<file path="src/design/fes_pkg.sv">
package fes_pkg;

  // ==========================================================
  // Flash bus widths and command codes
  localparam int ADDR_W = 20;
  localparam int DATA_W = 16;
  localparam logic [10:0] UNLOCK_ADDR1 = 11'h555;
  localparam logic [10:0] UNLOCK_ADDR2 = 11'h2AA;
  localparam logic [7:0]  UNLOCK_DATA1 = 8'hAA;
  localparam logic [7:0]  UNLOCK_DATA2 = 8'h55;
  localparam logic [7:0]  CMD_SETUP    = 8'h80;
  localparam logic [7:0]  CMD_CHIP     = 8'h10;
  localparam logic [7:0]  CMD_SECTOR   = 8'h30;
  localparam logic [7:0]  CMD_SUSPEND  = 8'hB0;
  localparam logic [7:0]  CMD_RESUME   = 8'h30;
  localparam logic [7:0]  CMD_RESET    = 8'hF0;

  // ==========================================================
  // Status bit positions
  localparam int BIT_POLL    = 7;
  localparam int BIT_TOGGLE  = 6;
  localparam int BIT_TIMEOUT = 5;
  localparam int BIT_WINDOW  = 3;
  localparam int BIT_SUSTOG  = 2;

  // ==========================================================
  // Timing
  localparam int CLK_MHZ        = 100;
  localparam int WINDOW_US      = 50;
  localparam int WINDOW_CYC     = WINDOW_US * CLK_MHZ;
  localparam int SUSPEND_MAX_US = 20;
  localparam int SUSPEND_CYC    = SUSPEND_MAX_US * CLK_MHZ;
  localparam int WR_PULSE_CYC   = 4;
  localparam int RESET_CYC      = 50;
  localparam logic [3:0] WE_CNT_RST = 4'h0;

  // ==========================================================
  // APB register map
  localparam logic [7:0] REG_CTRL   = 8'h00;
  localparam logic [7:0] REG_SECTOR = 8'h04;
  localparam logic [7:0] REG_STATUS = 8'h08;
  localparam logic [7:0] REG_FSTAT  = 8'h0C;
  localparam int CTRL_OP_LSB = 0;
  localparam int CTRL_GO     = 4;
  localparam int CTRL_HWRST  = 5;

  typedef enum logic [2:0] {
    FES_OP_CHIP, FES_OP_SECTOR, FES_OP_ADD, FES_OP_SUSPEND,
    FES_OP_RESUME, FES_OP_RESET, FES_OP_POLL
  } fes_op_e;

  // Flash pin bundle driven by the controller
  typedef struct packed {
    logic              ce_n;
    logic              we_n;
    logic              oe_n;
    logic              reset_n;
    logic [ADDR_W-1:0] addr;
    logic [DATA_W-1:0] dq_out;
    logic              dq_oe_n;
  } fes_pins_s;

  // One bus cycle request to the pin engine
  typedef struct packed {
    logic              write;
    logic [ADDR_W-1:0] addr;
    logic [7:0]        data;
  } fes_cyc_s;

endpackage : fes_pkg

</file>
<file path="src/design/fes_bus_cycle.sv">
`timescale 1ns/10ps
`default_nettype none
module fes_bus_cycle (
  // Clock and reset
  input  wire logic               i_clock,
  input  wire logic               i_rst,
  input  wire logic               i_ce,
  // Cycle request
  input  wire logic               i_start,
  input  wire fes_pkg::fes_cyc_s  i_cyc,
  output logic                    o_done,
  output logic [7:0]              o_rdata,
  // Pins
  input  wire logic [7:0]         i_dq_sync,
  output var fes_pkg::fes_pins_s  o_pins
);
  import fes_pkg::*;

  logic [3:0] cnt;
  logic       busy;

  // ==========================================================
  // Strobe timing: low for WR_PULSE_CYC + 2 cycles, then release
  always_ff @(posedge i_clock or posedge i_rst) begin
    if (i_rst) begin
      busy    <= 1'b0;
      cnt     <= WE_CNT_RST;
      o_done  <= 1'b0;
      o_rdata <= 8'h00;
      o_pins  <= '{ce_n: 1'b1, we_n: 1'b1, oe_n: 1'b1, reset_n: 1'b1,
                   addr: '0, dq_out: '0, dq_oe_n: 1'b1};
    end else if (i_ce) begin
      o_done <= 1'b0;
      if (!busy && i_start) begin
        busy           <= 1'b1;
        cnt            <= WE_CNT_RST;
        o_pins.addr    <= i_cyc.addr;
        o_pins.dq_out  <= {8'h00, i_cyc.data};
        o_pins.dq_oe_n <= !i_cyc.write;
        o_pins.ce_n    <= 1'b0;
      end else if (busy) begin
        cnt <= cnt + 4'h1;
        if (cnt == 4'h0) begin
          o_pins.we_n <= !i_cyc.write;
          o_pins.oe_n <= i_cyc.write;
        end else if (cnt == 4'(WR_PULSE_CYC + 2)) begin
          // Read data lags two sync stages
          o_rdata        <= i_dq_sync;
          o_pins.we_n    <= 1'b1;
          o_pins.oe_n    <= 1'b1;
        end else if (cnt == 4'(WR_PULSE_CYC + 3)) begin
          o_pins.ce_n    <= 1'b1;
          o_pins.dq_oe_n <= 1'b1;
          busy           <= 1'b0;
          o_done         <= 1'b1;
        end
      end
    end
  end

endmodule : fes_bus_cycle
`default_nettype wire

</file>
<file path="src/design/fes_ctrl.sv">
`timescale 1ns/10ps
`default_nettype none
// Notes on behaviour
// Chip erase is six writes: two unlocks, setup, two unlocks, chip command.
// Device preprograms itself; controller supplies nothing extra during erase.
// Device ignores commands during chip erase; controller still sends any command launched while not busy.
// Hardware reset aborts chip erase; reissue full sequence afterwards.
// Progress shows in polling, toggle, suspend toggle bits and ready/busy.
// After erase the device returns to array read.
// Sector erase is six writes, last carries sector address and command.
// Acceptance window of 50 us starts at last write strobe rise.
// Extra sector writes within 50 us of the previous are queued.
// Controller sends each extra sector as a single-write add command launched by the host.
// Other command inside window aborts; whole sequence must be rewritten.
// Erase window flag shows window expiry; polling optional if fast.
// After erasing starts only suspend is accepted.
// Hardware reset aborts sector erase; reissue sequence afterwards.
// Suspend honoured only during sector erase, including its window.
// Suspend in window ends window at once; address is don't care.
// Suspend during active erase takes effect within 20 us.
// Suspended sectors read status; other sectors read normally.
// Polling or toggle plus suspend toggle tell erasing from suspended.
// Program during suspend reports status normally.
// Autoselect allowed during suspend, exit returns to suspend.
// Resume continues erase; extra resumes ignored; suspend again allowed.
// Reset command between sequence cycles abandons the sequence.
// Timeout bit high during erase needs reset command.
// Sector is chosen by upper address bits only.
// Upper data byte ignored on command writes.
// Strobes are synchronised and edge detected by a clocked device.
module fes_ctrl #(
  parameter int WINDOW_CYCLES  = fes_pkg::WINDOW_CYC,
  parameter int SUSPEND_CYCLES = fes_pkg::SUSPEND_CYC
) (
  // Clock and reset
  input  wire logic                    i_clock,
  input  wire logic                    i_rst,
  input  wire logic                    i_ce,
  // APB slave
  input  wire logic                    i_psel,
  input  wire logic                    i_penable,
  input  wire logic                    i_pwrite,
  input  wire logic [7:0]              i_paddr,
  input  wire logic [31:0]             i_pwdata,
  output logic                         o_pready,
  output logic                         o_pslverr,
  output logic [31:0]                  o_prdata,
  // Flash pins
  input  wire logic [7:0]              i_dq,
  input  wire logic                    i_ready_busy,
  output var fes_pkg::fes_pins_s       o_pins
);
  import fes_pkg::*;

  typedef enum logic [2:0] {
    ST_IDLE, ST_ISSUE, ST_WAIT, ST_HWRST
  } fes_state_e;

  initial begin
    if (WINDOW_CYCLES < 1 || SUSPEND_CYCLES < 1)
      $error("cycle counts must be positive");
  end

  fes_state_e  state;
  fes_op_e     op;
  logic [2:0]  step;
  logic [2:0]  last_step;
  logic [7:0]  sector;
  logic [31:0] gap_cnt;
  logic        busy;
  logic        erasing;
  logic        suspended;
  logic        window_open;
  logic        timeout_seen;
  logic        chip_erase;
  logic        cyc_start;
  logic        cyc_done;
  logic [7:0]  cyc_rdata;
  logic [7:0]  last_status;
  logic [7:0]  prev_status;
  logic [7:0]  dq_meta;
  logic [7:0]  dq_sync;
  logic [1:0]  rb_meta;
  logic        rb_sync;
  fes_cyc_s    cyc;
  fes_pins_s   eng_pins;
  logic [15:0] rst_cnt;
  logic        hw_reset_n;

  // ==========================================================
  // Input synchronisers
  always_ff @(posedge i_clock or posedge i_rst) begin
    if (i_rst) begin
      dq_meta <= 8'h00;
      dq_sync <= 8'h00;
      rb_meta <= 2'h0;
      rb_sync <= 1'b0;
    end else if (i_ce) begin
      dq_meta <= i_dq;
      dq_sync <= dq_meta;
      rb_meta <= {rb_meta[0], i_ready_busy};
      rb_sync <= rb_meta[1];
    end
  end

  // ==========================================================
  // Command cycle table
  always_comb begin
    cyc = '{write: 1'b1, addr: '0, data: 8'h00};
    last_step = 3'd5;
    unique case (op)
      FES_OP_CHIP, FES_OP_SECTOR: begin
        unique case (step)
          3'd0, 3'd3: cyc = '{1'b1, 20'(UNLOCK_ADDR1), UNLOCK_DATA1};
          3'd1, 3'd4: cyc = '{1'b1, 20'(UNLOCK_ADDR2), UNLOCK_DATA2};
          3'd2:       cyc = '{1'b1, 20'(UNLOCK_ADDR1), CMD_SETUP};
          default: begin
            if (op == FES_OP_CHIP)
              cyc = '{1'b1, 20'(UNLOCK_ADDR1), CMD_CHIP};
            else
              cyc = '{1'b1, {sector, 12'h000}, CMD_SECTOR};
          end
        endcase
      end
      FES_OP_ADD: begin
        last_step = 3'd0;
        cyc = '{1'b1, {sector, 12'h000}, CMD_SECTOR};
      end
      FES_OP_SUSPEND: begin
        last_step = 3'd0;
        cyc = '{1'b1, 20'h00000, CMD_SUSPEND};
      end
      FES_OP_RESUME: begin
        last_step = 3'd0;
        cyc = '{1'b1, 20'h00000, CMD_RESUME};
      end
      FES_OP_RESET: begin
        last_step = 3'd0;
        cyc = '{1'b1, 20'h00000, CMD_RESET};
      end
      FES_OP_POLL: begin
        last_step = 3'd1;
        cyc = '{1'b0, {sector, 12'h000}, 8'h00};
      end
    endcase
  end

  assign cyc_start = (state == ST_ISSUE);

  fes_bus_cycle u_cycle (
    .i_clock   (i_clock),
    .i_rst     (i_rst),
    .i_ce      (i_ce),
    .i_start   (cyc_start),
    .i_cyc     (cyc),
    .o_done    (cyc_done),
    .o_rdata   (cyc_rdata),
    .i_dq_sync (dq_sync),
    .o_pins    (eng_pins)
  );

  // ==========================================================
  // Sequencer
  always_ff @(posedge i_clock or posedge i_rst) begin
    if (i_rst) begin
      state <= ST_IDLE;
      step  <= 3'd0;
    end else if (i_ce) begin
      unique case (state)
        ST_IDLE: begin
          step <= 3'd0;
          if (busy)
            state <= ST_ISSUE;
        end
        ST_ISSUE: state <= ST_WAIT;
        ST_WAIT: begin
          if (cyc_done) begin
            if (step == last_step) begin
              state <= ST_IDLE;
            end else begin
              step  <= step + 3'd1;
              state <= ST_ISSUE;
            end
          end
        end
        ST_HWRST: begin
          if (rst_cnt == 16'(RESET_CYC))
            state <= ST_IDLE;
        end
      endcase
      if (busy && op == FES_OP_RESET && state == ST_IDLE && rst_cnt == 16'h0
          && hw_reset_n == 1'b0)
        state <= ST_HWRST;
    end
  end

  // ==========================================================
  // Hardware reset pulse
  always_ff @(posedge i_clock or posedge i_rst) begin
    if (i_rst) begin
      rst_cnt    <= 16'h0;
      hw_reset_n <= 1'b1;
    end else if (i_ce) begin
      if (state == ST_HWRST) begin
        rst_cnt    <= rst_cnt + 16'h1;
        hw_reset_n <= (rst_cnt == 16'(RESET_CYC));
      end else if (i_psel && i_penable && i_pwrite && i_paddr == REG_CTRL
                   && i_pwdata[CTRL_HWRST] && !busy) begin
        rst_cnt    <= 16'h0;
        hw_reset_n <= 1'b0;
      end else begin
        rst_cnt    <= 16'h0;
      end
    end
  end

  // ==========================================================
  // APB registers and erase tracking
  always_ff @(posedge i_clock or posedge i_rst) begin
    if (i_rst) begin
      o_pready     <= 1'b0;
      o_pslverr    <= 1'b0;
      o_prdata     <= 32'h0;
      op           <= FES_OP_RESET;
      busy         <= 1'b0;
      sector       <= 8'h00;
      erasing      <= 1'b0;
      suspended    <= 1'b0;
      window_open  <= 1'b0;
      timeout_seen <= 1'b0;
      chip_erase   <= 1'b0;
      gap_cnt      <= 32'h0;
      last_status  <= 8'h00;
      prev_status  <= 8'h00;
    end else if (i_ce) begin
      o_pready  <= i_psel && !i_penable;
      o_pslverr <= 1'b0;
      if (i_psel && !i_penable) begin
        unique case (i_paddr)
          REG_CTRL:   o_prdata <= {27'h0, busy, 1'b0, 3'(op)};
          REG_SECTOR: o_prdata <= {24'h0, sector};
          REG_STATUS: o_prdata <= {26'h0, timeout_seen, window_open,
                                   suspended, erasing, busy, rb_sync};
          REG_FSTAT:  o_prdata <= {16'h0, prev_status, last_status};
          default: begin
            o_prdata  <= 32'h0;
            o_pslverr <= 1'b1;
          end
        endcase
      end
      // Command launch; refused while busy
      if (i_psel && i_penable && o_pready && i_pwrite && !busy) begin
        if (i_paddr == REG_SECTOR)
          sector <= i_pwdata[7:0];
        // Undefined op code refused
        if (i_paddr == REG_CTRL && i_pwdata[CTRL_GO]
            && i_pwdata[CTRL_OP_LSB +: 3] != 3'h7) begin
          op   <= fes_op_e'(i_pwdata[CTRL_OP_LSB +: 3]);
          busy <= 1'b1;
        end
        if (i_paddr == REG_CTRL && i_pwdata[CTRL_HWRST]) begin
          op   <= FES_OP_RESET;
          busy <= 1'b1;
        end
      end
      // Window timer from last strobe rise
      if (window_open && gap_cnt < 32'(WINDOW_CYCLES))
        gap_cnt <= gap_cnt + 32'h1;
      else if (window_open)
        window_open <= 1'b0;
      if (state == ST_WAIT && cyc_done && step == last_step) begin
        busy <= 1'b0;
        unique case (op)
          FES_OP_CHIP: begin
            erasing    <= 1'b1;
            chip_erase <= 1'b1;
          end
          FES_OP_SECTOR, FES_OP_ADD: begin
            erasing     <= 1'b1;
            chip_erase  <= 1'b0;
            window_open <= 1'b1;
            gap_cnt     <= 32'h0;
          end
          FES_OP_SUSPEND: begin
            suspended   <= erasing && !chip_erase;
            window_open <= 1'b0;
          end
          FES_OP_RESUME: suspended <= 1'b0;
          FES_OP_RESET: begin
            window_open  <= 1'b0;
            timeout_seen <= 1'b0;
            if (!hw_reset_n || timeout_seen || window_open)
              erasing <= 1'b0;
          end
          FES_OP_POLL: begin
            prev_status <= last_status;
            last_status <= cyc_rdata;
            // Toggle stuck and ready means done
            // Suspended erase also reads ready with a still toggle bit
            if (rb_sync && !suspended
                && cyc_rdata[BIT_TOGGLE] == last_status[BIT_TOGGLE])
              erasing <= 1'b0;
            if (cyc_rdata[BIT_TIMEOUT])
              timeout_seen <= 1'b1;
          end
          default: ;
        endcase
      end
      if (state == ST_HWRST && rst_cnt == 16'(RESET_CYC)) begin
        busy      <= 1'b0;
        erasing   <= 1'b0;
        suspended <= 1'b0;
      end
    end
  end

  // ==========================================================
  // Pin output
  always_ff @(posedge i_clock or posedge i_rst) begin
    if (i_rst)
      o_pins <= '{ce_n: 1'b1, we_n: 1'b1, oe_n: 1'b1, reset_n: 1'b1,
                  addr: '0, dq_out: '0, dq_oe_n: 1'b1};
    else if (i_ce) begin
      o_pins         <= eng_pins;
      o_pins.reset_n <= hw_reset_n;
    end
  end

endmodule : fes_ctrl
`default_nettype wire

</file>
<file path="config.mk">
export PLATFORM = sky130hd
export DESIGN_NAME = fes_ctrl
export DESIGN_NICKNAME = d
export VERILOG_FILES = /design/src/design/fes_pkg.sv /design/src/design/fes_bus_cycle.sv /design/src/design/fes_ctrl.sv
export SDC_FILE = /design/constraint.sdc
export NUM_CORES = 1
export LEC_CHECK = 0
export BUFFER_PORTS_ARGS = -buffer_cell sky130_fd_sc_hd__buf_4
export CORE_MARGIN = 2
export CORE_UTILIZATION = 55
export CTS_CLUSTER_DIAMETER = 150
export DETAILED_ROUTE_END_ITERATION = 8
export PLACE_DENSITY = 0.78
export RECOVER_POWER = 25
export SKIP_CTS_REPAIR_TIMING = 1
export SYNTH_ARGS = -nofsm -noshare
export SYNTH_HDL_FRONTEND = slang
export SYNTH_SLANG_ARGS = --single-unit
</file>
<file path="constraint.sdc">
create_clock -name i_clock -period 7.9 [get_ports i_clock]
set_input_delay 0.79 -clock i_clock [delete_from_list [all_inputs] [get_ports i_clock]]
set_output_delay 0.79 -clock i_clock [all_outputs]
set_load 0.1 [all_outputs]
</file>
==> results of run 1 <==
-- metrics by stage --
step / power, µW / cells / cell area [µm²] / worst slack [ns]
after global routing: 2830 / 967 / 9370 / 3.14
final: 2700 / 967 / 9370 / 3.97
after floorplan: 1740 / 735 / 8350 / 2.33
after global placement: 1830 / 935 / 8770 / 4.50
after CTS: 2720 / 967 / 9370 / 4.84
after detailed placement: 1870 / 935 / 8770 / 4.43
-- sequential cells by signal (all words and copies together), names as in the netlist, 2 cells and up --
name / flops
gap_cnt: 32
o_pins: 20
u_cycle.o_pins: 19
o_prdata: 16
rst_cnt: 16
dq_meta: 8
dq_sync: 8
last_status: 8
prev_status: 8
sector: 8
u_cycle.o_rdata: 8
u_cycle.cnt: 4
op: 3
step: 3
rb_meta: 2
state: 2
-- per-layer routing --
metal	GRT usage (%)	vias to the layer above	wire [µm]
met2	32.7	185	7890
met5	0	-	0
li1	-	2579	-
met3	4.98	26	790
met4	6.66	0	252
met1	29.4	2812	7390
-- final cells by class --
type | count | area share [%]
clock buffers | 22 | 5.06
flip-flops and latches | 177 | 47.4
inverters | 25 | 1.01
clock inverters | 10 | 1.34
repair buffers | 81 | 6.49
well taps | 184 | 2.46
multi-input cells | 468 | 36.2
-- power breakdown --
group	total, µW	internal (µW)	switching (µW)	leakage [µW]
combinational	684	209	475	0.00194
sequential	1170	1040	130	0.00232
clock	846	496	351	0.000285
-- worst max path at each step --
stage | from | to | slack [ns] | cells after the start
final | i_rst | u_cycle.o_pins[3] | 3.97 | 3
after detailed placement | i_ce | o_prdata[9] | 4.43 | 5
after global placement | i_ce | o_prdata[12] | 4.50 | 5
after floorplan | i_rst | busy | 2.33 | 1
after global routing | i_rst | u_cycle.o_pins[3] | 3.14 | 3
after CTS | i_ce | o_prdata[11] | 4.84 | 5
-- layout by cell type (no fill, tap or decap), drive strengths merged, types with 6 or more instances in the layout --
cell    instances
and2           22
mux2           71
ha             12
o21ai          28
clkbuf         23
and3           14
mux2i          11
nand3          22
nand2          42
dfrtp         165
a31oi           6
conb           25
a22o           24
nor3            9
inv            27
xor2            8
xnor2          15
nor4           15
nor2           56
nand4          10
a21oi          10
o22ai           7
buf            80
o31ai           6
dfstp          12
-- cell families (layout without fill, tap and decap cells) --
family,count (synthesis),after routing
fa+ha+maj,12,12
compound gates,104,104
flops,177,177
other cells,1,25
mux,86,86
xor+xnor,23,23
buf+inv,90,138
simple gates,218,218
-- critical path, delay by kind of cell --
kind	cells	cell delay (ns)
buf+inv	3	3.45
==> results.cfg, run 1 <==
[placement]
dpl.hpwl_um = 11000
portBuffers = 80
gp_congestion = 0.869

[sta]
slew-limit-headroom_pct = -179
setup_viol = 0
final-max-slew-violation-count = 100
tns_ns = 0
fmax_ghz = 0.255
hold_ws_ns = 0.477
final.min_clock_period_ns = 3.93
rsz0062_at_grt = no
fin_crit_sh_pct = 49.7
final.setup_skew_ns = 0.0107
worst_pin_slew_ns = 4.17
hold_violations = 0

[layout]
antenna-diode-count = 0
utilization_pct = 64.2
multi_input_area_um2 = 3390
fin_nets = 837
seq_area_um2 = 4440
fillers = 1089
syn2layout_area_growth_pct = 13.4
drive_gt1_share_pct = 27.8

[min_path]
min_to = u_cycle.o_pins[3]
hold_class = flop to flop
min_path_cells = 2
worstHoldStart = u_cycle.o_pins[3]

[floorplanning]
start_util_pct = 56.6
io-pin-count = 130
fp.coreArea_um2 = 14600
rows = 44
fp.dieW_um = 127
die_h_um = 127
dieArea_um2 = 16000

[synthesis]
synthMostInstantiatedCell = dfrtp_1
muxShareOfSynthArea_pct = 12.5
synth_warnings = 0
async_flop_share_pct = 100
synthFlopType = dfrtp_1
synth_area_leader_cell = dfrtp_1
avgSynthCellArea_um2 = 11.6
synth_top_area_share_pct = 50.0
yosysUniqueCellTypes = 71
synth_common_cells = 165 x dfrtp_1, 63 x mux2_2, 55 x nor2_1, 42 x nand2_1, 37 x buf_4
synth_edf_count = 0
synthXorXnorAreaFrac_pct = 2.44
synthAdderAreaFrac_pct = 1.82
synth_compound_area_share_pct = 8.95
synth_seq_cells = 177
synth_area_um2 = 8260
synthTopCellsByArea = dfrtp_1 50%, mux2_2 8.6%, dfstp_2 3.8%
synth-simple-area-share_pct = 14.3
synth_top_family_by_area = simple AND/OR/NAND/NOR gates
syn_inst = 711
seq_area_frac_synth_pct = 53.8

[clock_tree]
cts_buffer_depth = 2
cts_sinks = 177
clkSlewWorstSetupHoldPaths_ns = 0.06
cts_tree = built
cts_buffers = 17
htreeDepth = 4
root_buffer = clkbuf_16
clkLatencyLatePin_ns = 0.43

[power_and_ir_drop]
vdd_ir_drop_max_v = 0.000274
leakagePower_uw = 0.00454
power_density_nw_per_um2 = 288

[detailed_routing]
remaining_drc_errors = 0
drt-initial-drc-count = 521
first_pass_iters = 5
drt_wl_total_um = 16300
ant_nets = 0
post_drt_via_cell_ratio = 5.79
wire_per_inst_um = 16.9
vias = 5602

[worst_setup_path]
crit_arrival_ns = 4.33
r2r_slack_ns = 5.29
cp_slowest_cell = clkinvlp_2
regToRegStartpoint = op[2]
critPathKind = input pin to async pin
r2r-end = last_status[2]
cp_max_fo = 99
cp_cell_sequence = clkbuf_4 -> clkinvlp_2 -> buf_4
cp.required_ns = 8.31
slowest_delay_ns = 2.30
start_kind = input pin
rr_worst_depth = 4
endpoint_kind = async pin

[grt]
grt_overflow = 0
grt_usage_pct = 21.0
grt_pass1_vias = 5430
grt_max_degree = 100
grt_pass1_wl_um = 26900
antenna_found_initial = 0

[flow_run]
cap_viol_max_count = 1

[outcome]
status = finished, violations left
violations = max-capacitance violations, max-slew violations
(Power assumes the default switching activity.)
==> run 2, diff against run 1 <==
--- a/config.mk
+++ b/config.mk
@@ -7,10 +7,10 @@
 export LEC_CHECK = 0
 export BUFFER_PORTS_ARGS = -buffer_cell sky130_fd_sc_hd__buf_4
 export CORE_MARGIN = 2
-export CORE_UTILIZATION = 55
+export CORE_UTILIZATION = 51
 export CTS_CLUSTER_DIAMETER = 150
 export DETAILED_ROUTE_END_ITERATION = 8
-export PLACE_DENSITY = 0.78
+export PLACE_DENSITY = 0.76
 export RECOVER_POWER = 25
 export SKIP_CTS_REPAIR_TIMING = 1
 export SYNTH_ARGS = -nofsm -noshare
==> constraint.sdc (replaced) <==
create_clock -name i_clock -period 3.35 [get_ports i_clock]
set_input_delay 0.335 -clock i_clock [delete_from_list [all_inputs] [get_ports i_clock]]
set_output_delay 0.335 -clock i_clock [all_outputs]
set_load 0.1 [all_outputs]
==> results.cfg, run 2 (same netlist as run 1, synthesis figures left out) <==
[outcome]
status = finished, violations left
violations = max-capacitance violations, max-slew violations

[sta]
setup_ws_ns = 0.705
fmax_ghz = 0.378
final.setup_skew_ns = 0.00826
setup_viol = 0
final-max-slew-violation-count = 178
hold_violations = 0
fin_crit_sh_pct = 78.9
rsz0062_at_grt = no
slew-limit-headroom_pct = -56.2
tns_ns = 0
final.min_clock_period_ns = 2.64
worst_pin_slew_ns = 2.34

[worst_setup_path]
cp_slowest_cell = clkbuf_1
endpoint_kind = flop
cp-startpoint = i_ce
cp_max_fo = 25
cp_cell_sequence = clkbuf_1 -> nand3b_1 -> clkbuf_1 -> or3_1 -> nor2_1 -> a22o_1
r2r_slack_ns = 1.04
crit_arrival_ns = 3.01
rr_worst_depth = 5
worstSetupEndpoint = o_prdata[12]
start_kind = input pin
r2r-end = last_status[3]
regToRegStartpoint = op[2]
slowest_delay_ns = 0.87
cp.required_ns = 3.71
critPathKind = input pin to flop
cpMostUsedCell = clkbuf_1

[layout]
fillers = 1238
seq_area_um2 = 4440
top_regs = gap_cnt x32, o_pins x20, u_cycle.o_pins x19
utilization_pct = 59.7
multi_input_area_um2 = 3390
antenna-diode-count = 0
largest_register_ffs = 32
regMostFlops = gap_cnt
layout.cells.non_filler = 1004
final_common_cell = dfrtp_1
syn2layout_area_growth_pct = 14.4
fin_nets = 842
drive_gt1_share_pct = 28.0
layout_common_cells = 165 x dfrtp_1, 82 x buf_4, 63 x mux2_2

[power_and_ir_drop]
vdd_ir_drop_max_v = 0.000773
leakagePower_uw = 0.00457
power_density_nw_per_um2 = 680

[detailed_routing]
post_drt_via_cell_ratio = 5.54
first_pass_iters = 5
drt_wl_total_um = 16500
wire_per_inst_um = 16.4
vias = 5558
ant_nets = 0
remaining_drc_errors = 0
drt-initial-drc-count = 508

[placement]
dpl.hpwl_um = 11400
gp_congestion = 0.845
dp_cells = 972
portBuffers = 80
dp_slack_ns = 1.06

[flow_run]
cap_viol_max_count = 1

[grt]
grt_pass1_wl_um = 28300
antenna_found_initial = 0
grt_usage_pct = 20.0
grt_overflow = 0
grt_max_degree = 178
grt_pass1_vias = 5601

[clock_tree]
cts_buffer_depth = 2
root_buffer = clkbuf_16
cts_tree = built
htreeDepth = 4
cts_sinks = 177
cts_buffers = 17
clkSlewWorstSetupHoldPaths_ns = 0.07
clkLatencyLatePin_ns = 0.43

[floorplanning]
rows = 46
dieArea_um2 = 17200
start_util_pct = 52.2
die_h_um = 131
fp.dieW_um = 131
fp.coreArea_um2 = 15800
io-pin-count = 130

[min_path]
min_path_cells = 2
hold_class = input pin to flop
-- run 2: worst max-delay path, delay by kind of cell --
family	cells	cell delay, ns
simple gates	3	1.14
compound gates	1	0.23
buf+inv	2	1.30
-- run 2: final cells by class --
| class | instances | share of cell area (%) |
|---|---|---|
| Timing Repair Buffer | 86 | 6.75 |
| Clock inverter | 13 | 1.85 |
| Inverter | 25 | 1.01 |
| Clock buffer | 19 | 4.58 |
| Tap cell | 216 | 2.86 |
| Sequential cell | 177 | 47.0 |
| Multi-Input combinational cell | 468 | 35.9 |
-- run 2: worst min path at each step --
stage | from | endpoint | slack [ns]
3_3_place_gp | u_cycle.o_pins[7] | u_cycle.o_pins[7] | 0.45
6_report | i_dq[3] | dq_meta[3] | 0.14
3_5_place_dp | u_cycle.o_pins[7] | u_cycle.o_pins[7] | 0.46
2_1_floorplan | u_cycle.o_pins[7] | u_cycle.o_pins[7] | 0.43
5_1_grt | i_dq[0] | dq_meta[0] | 0.12
4_1_cts | i_dq[3] | dq_meta[3] | 0.13
-- run 2: report_power, final --
part,internal [µW],switching (µW)
logic,495,1110
clock network,1200,861
registers,2460,303
total,4150,2280
-- run 2: per-layer routing --
metal | track usage (%) | up-vias | wire length [µm]
met5 | 0 | - | 0
met4 | 6.10 | 0 | 190
met3 | 4.24 | 16 | 815
met2 | 32.5 | 155 | 8000
met1 | 27.2 | 2794 | 7500
li1 | - | 2593 | -
-- run 2: metrics by stage --
step	total power, µW	instance area, µm²	hold WS (ns)
after floorplan	4100	8350	0.433
after global placement	4320	8860	0.451
after detailed placement	4410	8860	0.457
after CTS	6470	9470	0.125
after global routing	6720	9450	0.123
final	6420	9450	0.139
